`src/include/acqhp_defines.vh`:
```
// Purpose: constants for the acquisition control host port
// Assumes: 12-bit processor words, 100 MHz mclk
// Notes: command codes are the low 12 bits of the i/o instruction pair
`ifndef ACQHP_DEFINES_VH
`define ACQHP_DEFINES_VH
// ==========================================
// command codes
`define ACQHP_CMD_RD_K 12'o0604
`define ACQHP_CMD_RD_J 12'o0602
`define ACQHP_CMD_WR_K 12'o2024
`define ACQHP_CMD_WR_J 12'o2022
`define ACQHP_CMD_LAMP 12'o0614
`define ACQHP_CMD_CLR_RTC 12'o0612
`define ACQHP_CMD_CLR_SW 12'o0611
`define ACQHP_CMD_LIST 12'o0624
// ==========================================
// field positions (register indices, bit 0 is the word lsb)
`define ACQHP_ST1_TFLAG 10
`define ACQHP_ST1_RTC 9
`define ACQHP_ST1_SW 8
`define ACQHP_ST1_ERASE 7
`define ACQHP_ST1_DIR 6
`define ACQHP_ST2_OVF 11
`define ACQHP_LAMP_ONCE 3
// ==========================================
// reset values
`define ACQHP_CTL_RST 12'h000
`define ACQHP_LAMP_RST 12'h00f
// ==========================================
// timing
`define ACQHP_RTC_MS 10
`define ACQHP_REP_HZ 50
`define ACQHP_CLK_HZ 100000000
`define ACQHP_RTC_CYC ((`ACQHP_CLK_HZ / 1000) * `ACQHP_RTC_MS)
`define ACQHP_REP_CYC ((`ACQHP_CLK_HZ + `ACQHP_REP_HZ - 1) / `ACQHP_REP_HZ)
`endif

```
`src/hdl/acqhp_port.v`:
```
// Purpose: processor command and register port of the acquisition control module
// Assumes: pins are asynchronous and pass two flops; words use bit 0 as msb (index 11-n)
// Notes: dma, display and converter analog side are outside; only their handshakes appear
//
// Summary of operation
// - status word one bit 1 reads 1 after count-time timer expiry.
// - real-time clock flag in status word one sets every 10 ms.
// - switch flag reads 1 while any control or erase pushbutton engaged.
// - erase flag reads 1 while erase pushbuttons engaged.
// - direction flag reads 1 when the direction switch is left.
// - status one bits 8-11 give pressed button index, bit 8 msb.
// - status word two bit 0 reads 1 on list address overflow.
// - status two bits 8-11 give the timer time-out code, bit 8 msb.
// - separate k and j transfer commands each latch their own word.
// - control bits 0-1 select memory field for storage and display.
// - control bit 2 held as storage routing control.
// - control bits 3-5 select converter address, bit 3 msb.
// - control bits 6-7 select off, accumulator, dma increment or list.
// - timer preset built from 8-bit e term and two bcd digits.
// - mode bit 8 set: one interrupt per press of upper four buttons.
// - mode bit 8 clear: held press repeats at most 50 per second.
// - mode bits 9,10,11 drive lamps c,b,a; zero lights the lamp.
// - separate commands clear real-time clock and switch interrupts.
// - list address loads from j and increments per stored 24-bit datum.
// - list full raises a processor interrupt.
// - list mode stores each event with two back-to-back dma cycles.
// - timer runs gated by live time or on clock time; interrupts when done.
// - output selector places one of eight formatted words on j or k.
// - skip request raised when marker or plotter operation finishes.
// - start-key clear resets clock control and front-panel logic.
`timescale 1ns/1ps
`include "acqhp_defines.vh"
module acqhp_port #(
   parameter RTC_CYC = `ACQHP_RTC_CYC,
   parameter REP_CYC = `ACQHP_REP_CYC,
   parameter TIMER_W = 16,
   parameter LIST_W = 12
) (
   input wire mclk,
   input wire rst_b,
   input wire start_clr,
   input wire cmd_strobe,
   input wire [11:0] cmd_code,
   input wire [11:0] acc_k,
   input wire [11:0] acc_j,
   input wire [15:0] button_pins,
   input wire erase_pins,
   input wire dir_left_pin,
   input wire live_time_pin,
   input wire converter_busy_pin,
   input wire event_valid,
   input wire [23:0] event_data,
   input wire dma_grant,
   input wire marker_plot_done,
   input wire [2:0] out_select,
   output reg [11:0] proc_j_in_q,
   output reg [11:0] proc_k_in_q,
   output reg proc_in_valid_q,
   output reg processor_interrupt_n,
   output reg skip_req_q,
   output reg [1:0] mem_field_q,
   output reg storage_route_q,
   output reg [2:0] converter_addr_q,
   output reg converter_enable_n,
   output reg [1:0] acq_mode_q,
   output reg [2:0] lamps_cba_n_q,
   output reg dma_req_q,
   output reg [LIST_W-1:0] dma_addr_q,
   output reg [11:0] dma_data_q
);
   // ==========================================
   // mode codes and list dma states
   localparam MODE_OFF = 2'b00;
   localparam MODE_ACC = 2'b01;
   localparam MODE_DMI = 2'b10;
   localparam MODE_LIST = 2'b11;
   localparam DS_IDLE = 2'b00;
   localparam DS_HI = 2'b01;
   localparam DS_LO = 2'b10;

   function [11:0] fld;
      input [11:0] w;
      integer i;
      begin
         for (i = 0; i < 12; i = i + 1) fld[i] = w[11-i];
      end
   endfunction

   function hit;
      input [11:0] c;
      input [11:0] want;
      begin
         hit = cmd_strobe && (c == want);
      end
   endfunction

   // ==========================================
   // pin synchronisers
   reg [19:0] sync1_q, sync2_q;
   always @(posedge mclk or negedge rst_b) begin
      if (!rst_b) begin
         sync1_q <= 20'h00000;
         sync2_q <= 20'h00000;
      end else begin
         sync1_q <= {converter_busy_pin, live_time_pin, dir_left_pin, erase_pins, button_pins};
         sync2_q <= sync1_q;
      end
   end
   wire [15:0] btn = sync2_q[15:0];
   wire erase_s = sync2_q[16];
   wire dir_s = sync2_q[17];
   wire live_s = sync2_q[18];
   wire busy_s = sync2_q[19];
   wire any_btn = |btn;

   // ==========================================
   // command decode
   wire wr_k = hit(cmd_code, `ACQHP_CMD_WR_K);
   wire wr_j = hit(cmd_code, `ACQHP_CMD_WR_J);
   wire wr_lamp = hit(cmd_code, `ACQHP_CMD_LAMP);
   wire clr_rtc = hit(cmd_code, `ACQHP_CMD_CLR_RTC);
   wire clr_sw = hit(cmd_code, `ACQHP_CMD_CLR_SW);
   wire wr_list = hit(cmd_code, `ACQHP_CMD_LIST);
   wire rd_k = hit(cmd_code, `ACQHP_CMD_RD_K);
   wire rd_j = hit(cmd_code, `ACQHP_CMD_RD_J);
   wire [11:0] kf = fld(acc_k);
   wire [11:0] jf = fld(acc_j);

   // ==========================================
   // acquisition control and timer preset
   reg [7:0] e_term_q;
   reg [7:0] bcd_q;
   always @(posedge mclk or negedge rst_b) begin
      if (!rst_b) begin
         mem_field_q <= 2'b00;
         storage_route_q <= 1'b0;
         converter_addr_q <= 3'b000;
         converter_enable_n <= 1'b1;
         acq_mode_q <= MODE_OFF;
         e_term_q <= 8'h00;
         bcd_q <= 8'h00;
      end else begin
         if (wr_k) begin
            mem_field_q <= {kf[0], kf[1]};
            storage_route_q <= kf[2];
            converter_addr_q <= {kf[3], kf[4], kf[5]};
            converter_enable_n <= ~({kf[3], kf[4], kf[5]} == 3'b000);
            acq_mode_q <= {kf[6], kf[7]};
            e_term_q[7:4] <= {kf[8], kf[9], kf[10], kf[11]};
         end
         if (wr_j) begin
            e_term_q[3:0] <= {jf[0], jf[1], jf[2], jf[3]};
            bcd_q <= {jf[4], jf[5], jf[6], jf[7], jf[8], jf[9], jf[10], jf[11]};
         end
      end
   end

   // ==========================================
   // count-time timer: counts 10 ms ticks, gated by live time when selected
   wire rtc_tick;
   acqhp_tick #(.PERIOD(RTC_CYC), .W(24)) u_rtc (
      .mclk(mclk),
      .rst_b(rst_b),
      .clr(start_clr),
      .tick_q(rtc_tick)
   );
   reg [TIMER_W-1:0] timer_q;
   reg timer_done_q;
   reg [3:0] tmo_code_q;
   reg rtc_flag_q, tmr_irq_q;
   wire [TIMER_W-1:0] preset = {e_term_q, bcd_q};
   wire tmr_run = rtc_tick && !timer_done_q && acq_mode_q != MODE_OFF && (!live_s || !busy_s);
   wire tmr_set = !wr_j && tmr_run && timer_q <= {{(TIMER_W-1){1'b0}}, 1'b1};
   always @(posedge mclk or negedge rst_b) begin
      if (!rst_b) begin
         timer_q <= {TIMER_W{1'b0}};
         timer_done_q <= 1'b0;
         tmo_code_q <= 4'h0;
         rtc_flag_q <= 1'b0;
         tmr_irq_q <= 1'b0;
      end else if (start_clr) begin
         timer_q <= {TIMER_W{1'b0}};
         timer_done_q <= 1'b0;
         tmo_code_q <= 4'h0;
         rtc_flag_q <= 1'b0;
         tmr_irq_q <= 1'b0;
      end else begin
         if (rtc_tick) rtc_flag_q <= 1'b1;
         else if (clr_rtc) rtc_flag_q <= 1'b0;
         if (wr_j) begin
            timer_q <= preset;
            timer_done_q <= 1'b0;
         end else if (tmr_run) begin
            if (tmr_set) begin
               timer_done_q <= 1'b1;
               tmr_irq_q <= 1'b1;
               tmo_code_q <= {2'b00, acq_mode_q};
            end
            timer_q <= timer_q - 1'b1;
         end
         if (clr_rtc && !tmr_set) tmr_irq_q <= 1'b0; // set wins over a same-cycle clear
      end
   end

   // ==========================================
   // front panel: switch interrupt, single or repeating
   reg [11:0] lamp_mode_q;
   reg sw_irq_q, upper_prev_q;
   reg [3:0] btn_idx_q;
   reg [22:0] rep_q;
   wire upper = |btn[3:0];
   wire rep_fire = upper && !lamp_mode_q[`ACQHP_LAMP_ONCE] && rep_q == REP_CYC[22:0] - 1'b1;
   wire sw_event = (any_btn && !upper_prev_q) || erase_s || rep_fire;
   integer b;
   always @* begin
      btn_idx_q = 4'h0;
      for (b = 15; b >= 0; b = b - 1) if (btn[b]) btn_idx_q = b[3:0];
   end
   always @(posedge mclk or negedge rst_b) begin
      if (!rst_b) begin
         lamp_mode_q <= `ACQHP_LAMP_RST;
         lamps_cba_n_q <= 3'b111;
         sw_irq_q <= 1'b0;
         upper_prev_q <= 1'b0;
         rep_q <= 23'h000000;
      end else if (start_clr) begin
         sw_irq_q <= 1'b0;
         upper_prev_q <= 1'b0;
         rep_q <= 23'h000000;
      end else begin
         if (wr_lamp) begin
            lamp_mode_q <= acc_j & 12'h00f;
            lamps_cba_n_q <= {jf[9], jf[10], jf[11]};
         end
         upper_prev_q <= any_btn;
         if (!upper || rep_fire) rep_q <= 23'h000000;
         else rep_q <= rep_q + 1'b1;
         if (sw_event) sw_irq_q <= 1'b1;
         else if (clr_sw) sw_irq_q <= 1'b0;
      end
   end

   // ==========================================
   // list mode: double dma per event, address counter
   reg [1:0] ds_q;
   reg [LIST_W-1:0] list_q;
   reg [11:0] lo_q;
   reg ovf_q, list_irq_q;
   always @(posedge mclk or negedge rst_b) begin
      if (!rst_b) begin
         ds_q <= DS_IDLE;
         list_q <= {LIST_W{1'b0}};
         lo_q <= 12'h000;
         ovf_q <= 1'b0;
         list_irq_q <= 1'b0;
         dma_req_q <= 1'b0;
         dma_addr_q <= {LIST_W{1'b0}};
         dma_data_q <= 12'h000;
      end else begin
         if (wr_list) begin
            list_q <= acc_j[LIST_W-1:0];
            ovf_q <= 1'b0;
            list_irq_q <= 1'b0;
         end
         case (ds_q)
            DS_IDLE: begin
               if (event_valid && acq_mode_q == MODE_LIST && !ovf_q) begin
                  dma_req_q <= 1'b1;
                  dma_addr_q <= list_q;
                  dma_data_q <= event_data[23:12];
                  lo_q <= event_data[11:0];
                  ds_q <= DS_HI;
               end
            end
            DS_HI: begin
               if (dma_grant) begin
                  dma_data_q <= lo_q;
                  ds_q <= DS_LO;
               end
            end
            DS_LO: begin
               if (dma_grant) begin
                  dma_req_q <= 1'b0;
                  ds_q <= DS_IDLE;
                  list_q <= list_q + 1'b1;
                  if (&list_q) begin
                     ovf_q <= 1'b1;
                     list_irq_q <= 1'b1;
                  end
               end
            end
            default: ds_q <= DS_IDLE;
         endcase
      end
   end

   // ==========================================
   // status words and output selector
   reg [11:0] st1, st2, sel;
   always @* begin
      st1 = 12'h000;
      st1[`ACQHP_ST1_TFLAG] = timer_done_q;
      st1[`ACQHP_ST1_RTC] = rtc_flag_q;
      st1[`ACQHP_ST1_SW] = any_btn | erase_s;
      st1[`ACQHP_ST1_ERASE] = erase_s;
      st1[`ACQHP_ST1_DIR] = dir_s;
      st1[3:0] = btn_idx_q;
      st2 = 12'h000;
      st2[`ACQHP_ST2_OVF] = ovf_q;
      st2[3:0] = tmo_code_q;
      case (out_select)
         3'd0: sel = st1;
         3'd1: sel = st2;
         3'd2: sel = timer_q[11:0];
         3'd3: sel = {4'h0, e_term_q};
         3'd4: sel = {list_q};
         3'd5: sel = lamp_mode_q;
         3'd6: sel = {4'h0, mem_field_q, storage_route_q, converter_addr_q, acq_mode_q};
         default: sel = {8'h00, bcd_q[3:0]};
      endcase
   end
   always @(posedge mclk or negedge rst_b) begin
      if (!rst_b) begin
         proc_j_in_q <= 12'h000;
         proc_k_in_q <= 12'h000;
         proc_in_valid_q <= 1'b0;
         processor_interrupt_n <= 1'b1;
         skip_req_q <= 1'b0;
      end else begin
         proc_in_valid_q <= rd_j | rd_k;
         if (rd_j) proc_j_in_q <= (out_select == 3'd0) ? st1 : sel;
         if (rd_k) proc_k_in_q <= (out_select == 3'd0) ? st2 : sel;
         processor_interrupt_n <= ~(rtc_flag_q | tmr_irq_q | sw_irq_q | list_irq_q);
         if (marker_plot_done) skip_req_q <= 1'b1;
         else if (cmd_strobe) skip_req_q <= 1'b0;
      end
   end
endmodule // acqhp_port

```
`src/hdl/acqhp_tick.v`:
```
// Purpose: free-running period counter giving one-cycle ticks
// Assumes: single mclk domain
// Notes: clr restarts the period
`timescale 1ns/1ps
module acqhp_tick #(
   parameter PERIOD = 1000000,
   parameter W = 24
) (
   input wire mclk,
   input wire rst_b,
   input wire clr,
   output reg tick_q
);
   reg [W-1:0] cnt_q;
   always @(posedge mclk or negedge rst_b) begin
      if (!rst_b) begin
         cnt_q <= {W{1'b0}};
         tick_q <= 1'b0;
      end else if (clr) begin
         cnt_q <= {W{1'b0}};
         tick_q <= 1'b0;
      end else if (cnt_q == PERIOD[W-1:0] - 1'b1) begin
         cnt_q <= {W{1'b0}};
         tick_q <= 1'b1;
      end else begin
         cnt_q <= cnt_q + 1'b1;
         tick_q <= 1'b0;
      end
   end
endmodule // acqhp_tick

```
`config.mk`:
```
export PLATFORM = sky130hd
export DESIGN_NAME = acqhp_port
export DESIGN_NICKNAME = d
export VERILOG_FILES = /design/src/hdl/acqhp_port.v /design/src/hdl/acqhp_tick.v
export VERILOG_INCLUDE_DIRS = /design/src /design/src/include
export SDC_FILE = /design/constraint.sdc
export NUM_CORES = 1
export LEC_CHECK = 0
export BUFFER_PORTS_ARGS = -buffer_cell sky130_fd_sc_hd__clkbuf_2
export CORE_UTILIZATION = 35
export CTS_CLUSTER_SIZE = 12
export DETAILED_ROUTE_END_ITERATION = 8
export PLACE_DENSITY_LB_ADDON = 0.15
export SETUP_SLACK_MARGIN = 0.5
export SYNTH_ARGS = -nofsm -noshare
export SYNTH_HDL_FRONTEND = slang
export SYNTH_SLANG_ARGS = --single-unit
```
`constraint.sdc`:
```
create_clock -name mclk -period 2.5 [get_ports mclk]
set_input_delay 0.5 -clock mclk [delete_from_list [all_inputs] [get_ports mclk]]
set_output_delay 0.5 -clock mclk [all_outputs]
set_load 0.1 [all_outputs]
```
== Word-level counts from Yosys, hierarchy flattened ==
Cells that the tools add are included.

* Input port bits: 90
* Bits in registers: 225

* Reduce and logical (&&, ||, !) cells: 58
* Muxes and demuxes: 69
* Eq/ne operators: 24
* Order comparisons: 1
* Add/sub/neg operators: 4
* Bitwise logic cells: 8

{| class="wikitable"
|+ Operator list
! operator !! count
|-
| 12-bit two-way mux || 7
|-
| 4-bit two-way mux || 20
|-
| 12-bit by 9-bit == test with 1-bit output (second input constant) || 6
|-
| 12-bit case mux with 6 select lines || 1
|-
| 16-bit two-way mux || 3
|-
| 24-bit two-way mux || 2
|-
| 23-bit two-way mux || 2
|-
| 1-bit two-way mux || 28
|-
| 24-bit by 1-bit adder with 24-bit output (second input constant) || 1
|-
| 12-bit by 11-bit == test with 1-bit output (second input constant) || 2
|-
| 24-bit by 20-bit == test with 1-bit output (second input constant) || 1
|-
| 12-bit case mux with 2 select lines || 1
|-
| 23-bit by 1-bit adder with 23-bit output (second input constant) || 1
|-
| 23-bit by 21-bit == test with 1-bit output (second input constant) || 1
|-
| 1-bit logical AND || 19
|-
| 3-bit nonzero test || 6
|-
| 16-bit by 1-bit <= comparator with 1-bit output (second input constant) || 1
|-
| 16-bit OR reduction || 1
|-
| 16-bit by 1-bit subtractor with 16-bit output (second input constant) || 1
|-
| 3-bit AND reduction || 5
|-
| 12-bit by 1-bit adder with 12-bit output (second input constant) || 1
|-
| 12-bit AND reduction || 1
|-
| 2-bit nonzero test || 6
|-
| 3-bit == test (second input constant) || 3
|-
| other kinds (17) || 44
|}

== Longest topological paths before layout ==
* Depth in word-level cells: 17
* Depth in mapped cells: 8
* Depth with buffers taken out: 7

== By module ==
Synthesis repeated with hierarchy kept, for this count alone.

* Cell total of the unflattened synthesis: 935
* Area total of the unflattened synthesis: 9908.3 um^2

{| class="wikitable"
|+ By module, submodules not included
! module !! area each (um^2) !! times used !! sequential area each (um^2) !! cells each
|-
| acqhp_port || 8622.0 || 1 || 4887.2 || 801
|-
| acqhp_tick || 1286.2 || 1 || 625.6 || 134
|}

== Least setup slack after synthesis ==
Ideal clock, no wire load.

* Path kind: reg-to-reg
* Start point: register acq_mode_q[1]
* End point: register dma_data_q[2]
* Arrival: 2.166 ns
* Library setup time: 0.142 ns
* Setup slack: 0.192 ns
* Period minus slack after synthesis: 2.308 ns
* Cell stages (with the launch flop): 8
* Cells stage by stage: dfrtp_1 > nand4b_1 > or3_1 > buf_2 > a21boi_0 > clkbuf_1 > nand2_1 > o21ai_0

* Cells in the longest elaborated chain, start to end: 5

{| class="wikitable"
|+ RTL lines
! item !! RTL line !! source
|-
| start, declared || acqhp_port.v:65 || <nowiki>output reg [1:0] acq_mode_q,</nowiki>
|-
| start signal, assigned || acqhp_port.v:148 || <nowiki>acq_mode_q <= {kf[6], kf[7]};</nowiki>
|-
| 2-bit == test || acqhp_port.v:267 || <nowiki>if (event_valid && acq_mode_q == MODE_LIST && !ovf_q) begin</nowiki>
|-
| 1-bit logical AND (2 in a row) || acqhp_port.v:267 ||
|-
| 2-bit inequality test (no line) || - ||
|-
| 3-bit AND reduction (no line) || - ||
|-
| end signal, assigned || acqhp_port.v:270 || <nowiki>dma_data_q <= event_data[23:12];</nowiki>
|-
| end signal, assigned || acqhp_port.v:277 || <nowiki>dma_data_q <= lo_q;</nowiki>
|-
| end, declared || acqhp_port.v:69 || <nowiki>output reg [11:0] dma_data_q</nowiki>
|}

Every way passes these cells.
A chain may end at the register's enable or synchronous reset.

== Final worst setup path ==
* Start point: register timer_q[4]
* End point: register timer_q[15]

* Cells in the longest elaborated chain, start to end: 4

{| class="wikitable"
|+ RTL lines
! item !! RTL line !! source
|-
| start, declared || acqhp_port.v:167 || <nowiki>reg [TIMER_W-1:0] timer_q;</nowiki>
|-
| start signal, assigned || acqhp_port.v:176 || <nowiki>timer_q <= {TIMER_W{1'b0}};</nowiki>
|-
| start signal, assigned || acqhp_port.v:182 || <nowiki>timer_q <= {TIMER_W{1'b0}};</nowiki>
|-
| start signal, assigned || acqhp_port.v:191 || <nowiki>timer_q <= preset;</nowiki>
|-
| 16-bit by 1-bit subtractor with 16-bit output || acqhp_port.v:199 || <nowiki>timer_q <= timer_q - 1'b1;</nowiki>
|-
| 16-bit two-way mux || acqhp_port.v:193 || <nowiki>end else if (tmr_run) begin</nowiki>
|-
| 16-bit two-way mux || acqhp_port.v:190 || <nowiki>if (wr_j) begin</nowiki>
|-
| 16-bit two-way mux || acqhp_port.v:181 || <nowiki>end else if (start_clr) begin</nowiki>
|}

Every way passes these cells. The select of a mux whose other input is x is not followed.

==> run metrics <==
result of the run=completed; chip width=169 um; start point of the worst hold path=button_pins[4]; post-layout power=just under 8 mW; Sum Neg Setup Slack=0 ns; Worst Hold Depth=1; effective utilization at floorplan=36.0%; share of cells above drive strength 1=~28%; cell area after synthesis=9820 um^2; Yosys warning count=0; antenna diode count=0; final weighted congestion in routability-driven placement=0.791; Synth area leader=dfrtp_1; post-synthesis async set-or-reset flop share=100%; Critical Path, Cell by Cell=or4_4 -> nand4b_4 -> or3_1 -> a311oi_1; worst r2r src=timer_q[4]$_DFFE_PN0P_; total overflow reported by the global router=0; post-synthesis share of cell area spent on full adders, half adders and majority gates=0.637%; simple-gate area share of the yosys netlist=between 10% and 20%; vertical die dimension=169 um; vias=7447; clock period minus final worst setup slack=1.95 ns; post-synthesis area per instance=around 11 um^2; required time at the worst-slack endpoint=2.92 ns; CTS tree=built; largest clock skew in the final design=0.0209 ns; post-synth top area share=54.5%; count of endpoints failing setup in the final report=0; Top Ports=154; Iteration-0 DRC Markers=409; setup repair after global routing missed its margin=yes; final routed wire length divided by cell count=17.2 um; FF-to-FF path depth=4; slew of the pin with the lowest slew margin=0.596 ns; CTS H-Tree Depth=1; XOR/XNOR Fraction of Synth Area=5.08%; slowest library cell on the worst path=or4_4; number of max-slew violations in the final report=0; final routed DRC violation total=0; PortBufs=153; f_max=0.513 GHz; static power due to leakage=5.77 nW; remaining antenna violation count=0; Worst Hold Class=primary input to flip-flop; kind of launch point of the worst setup path=flip-flop; total CTS buffers=25; vias in the first global route=7308; power density of the placed cells=652 nW/um^2; area added between synthesis and finish=23.7%; cells after synthesis=920; Final Instance Area=12100 um^2; slack of the worst reg-to-reg path=about 0.55 ns; Worst Hold End=sync1_q[4]$_DFF_PN0_; proportion of synthesized area in mux cells=7.65%; routed via count divided by cell count=5.00; aggregate global-route resource usage=18.2%; critical path's largest stage delay=0.59 ns; type of the worst setup path=flip-flop to flip-flop; wire length of the first global-routing pass=40900 um; main combinational cell family by area after synthesis=simple AND/OR/NAND/NOR gates; Slew HR=60.4%; dpl cell area=11200 um^2; final worst path period share=78.0%; sum of routed wire length over all layers=25600 um; post-synthesis cell type count=between 60 and 70; DRT Pass-1 Iters=5; IR drop worst, VDD=0.431 mV; top-count cell post-synth=dfrtp_1; Post-synth EDFFs=0; Placement Rows=60; Max clock buf depth=3; sequential element share of the synthesized area=between 50% and 60%; area inside the core boundary=27300 um^2; initial antenna violation count=0; largest cells by area after synthesis=dfrtp_1, mux2_2, nor2_1, nand2_1, xor2_1; Final Hold Fails=0; Synth Area in Compound Gates=8.63%; flops & latches, synth=220; most used flip-flop cell after synthesis=dfrtp_1; total of max-cap violations=0; Critical Path Fanout Max=4; final layout net count=1194; Worst Path Arrival=2.37 ns; FF-to-FF End=timer_q[15]$_DFFE_PN0P_; Min Hold Slack=0.0800 ns; clock insertion delay at the later pin of the skew report=0.52 ns; largest net degree at the start of global routing=between 60 and 70; clock sink count=220; Die Outline Area=28700 um^2; buffer cell driving the clock tree root=clkbuf_16; kind of end point of the critical path=flip-flop; cell types with the highest counts after synthesis=dfrtp_1, nor2_1, nand2_1; post-synthesis net count=~1000; clock-pin slew on the worst setup and hold paths=0.06 ns; half-perimeter wire length after detailed placement=18700 um
==> flip-flops by register name (all words and copies together) (netlist names), 12 cells and up <==
name         count
u_rtc.cnt_q     24
rep_q           23
sync1_q         20
sync2_q         20
timer_q         16
dma_addr_q      12
dma_data_q      12
list_q          12
lo_q            12
proc_j_in_q     12
proc_k_in_q     12
==> placed cells by master, fill, tap and decap left out, types with 18 or more instances in the layout <==
cell type / synthesis / routed
a211oi_1: 19 / 18
a21oi_1: 22 / 22
buf_4: 5 / 36
clkbuf_16: 0 / 25
clkbuf_2: 0 / 145
dfrtp_1: 214 / 212
inv_1: 18 / 18
mux2_2: 48 / 48
mux2i_1: 21 / 21
nand2_1: 104 / 104
nand3_1: 34 / 33
nor2_1: 113 / 113
nor3_1: 19 / 18
o21ai_0: 41 / 41
xnor2_1: 20 / 20
xor2_1: 37 / 37
==> where the power goes <==
group	leakage (nW)	switching (mW)	internal [mW]
Combinational	2.42	0.341	0.148
Sequential	2.93	0.0675	3.64
Clock	0.419	1.44	2.28
==> logic make-up (layout without fill, tap and decap cells) <==
kind of cell,Yosys count,after routing
compound gates,131,131
xor+xnor,57,57
fa+ha+maj,5,5
buf+inv,59,255
flops,220,220
mux,69,69
simple gates,379,379
==> cell type report <==
cell class | count | area (um^2)
timing repair buffer | 193 | 1130
fill | 2648 | 15100
clock buffer | 34 | 709
tap | 372 | 465
inverter | 18 | 67.6
multi-input combinational | 641 | 4120
clock inverter | 10 | 129
sequential | 220 | 5520
==> how the worst max path moves through the flow <==
| stage | endpoint | slack, ns | cells past startpoint | start |
|---|---|---|---|---|
| floorplan | dma_data_q[2]$_DFFE_PN0P_ | 0.56 | 7 | acq_mode_q[0]$_DFFE_PN0P_ |
| global placement | list_q[3]$_DFF_PN0_ | 0.30 | 5 | cmd_code[5] |
| detailed placement | list_q[2]$_DFF_PN0_ | 0.27 | 5 | cmd_code[5] |
| CTS | timer_q[7]$_DFFE_PN0P_ | 0.51 | 5 | timer_q[0]$_DFFE_PN0P_ |
| global route | timer_q[15]$_DFFE_PN0P_ | 0.44 | 4 | timer_q[4]$_DFFE_PN0P_ |
| finish | timer_q[15]$_DFFE_PN0P_ | 0.55 | 4 | timer_q[4]$_DFFE_PN0P_ |
==> critical path, delay by kind of cell, from the launching register on <==
| kind | cells | cell delay (ns) |
|---|---|---|
| AND/OR/NAND/NOR | 3 | 1.18 |
| AO/OA/AOI/OAI | 1 | 0.25 |
| flip-flops | 1 | 0.43 |
==> stage by stage <==
stage,util (%),setup slack [ns],std cells
2_1_floorplan,-,0.556,920
3_3_place_gp,41.0,0.299,1436
3_5_place_dp,41.0,0.266,1436
4_1_cts,44.2,0.508,1481
5_1_grt,44.6,0.444,1488
6_report,44.6,0.549,1488
==> layer usage <==
metal	vias to the layer above	wire length [um]	global-route usage, %
met5	-	0	0
met4	0	455	4.11
met3	32	1140	2.96
met2	143	11600	28.0
met1	3686	12400	26.7
li1	3586	-	-
==> timing repair <==
action / 4_1_cts / 5_1_grt
hold buffers: 1 / 0
buffers inserted: 0 / 7
endpoints found under the setup margin: 20 / 57
endpoints found under the hold margin: 59 / 0
resized for setup: 8 / 11
pin swaps: 0 / 14
Note: power is estimated with default switching activity, not from simulation.
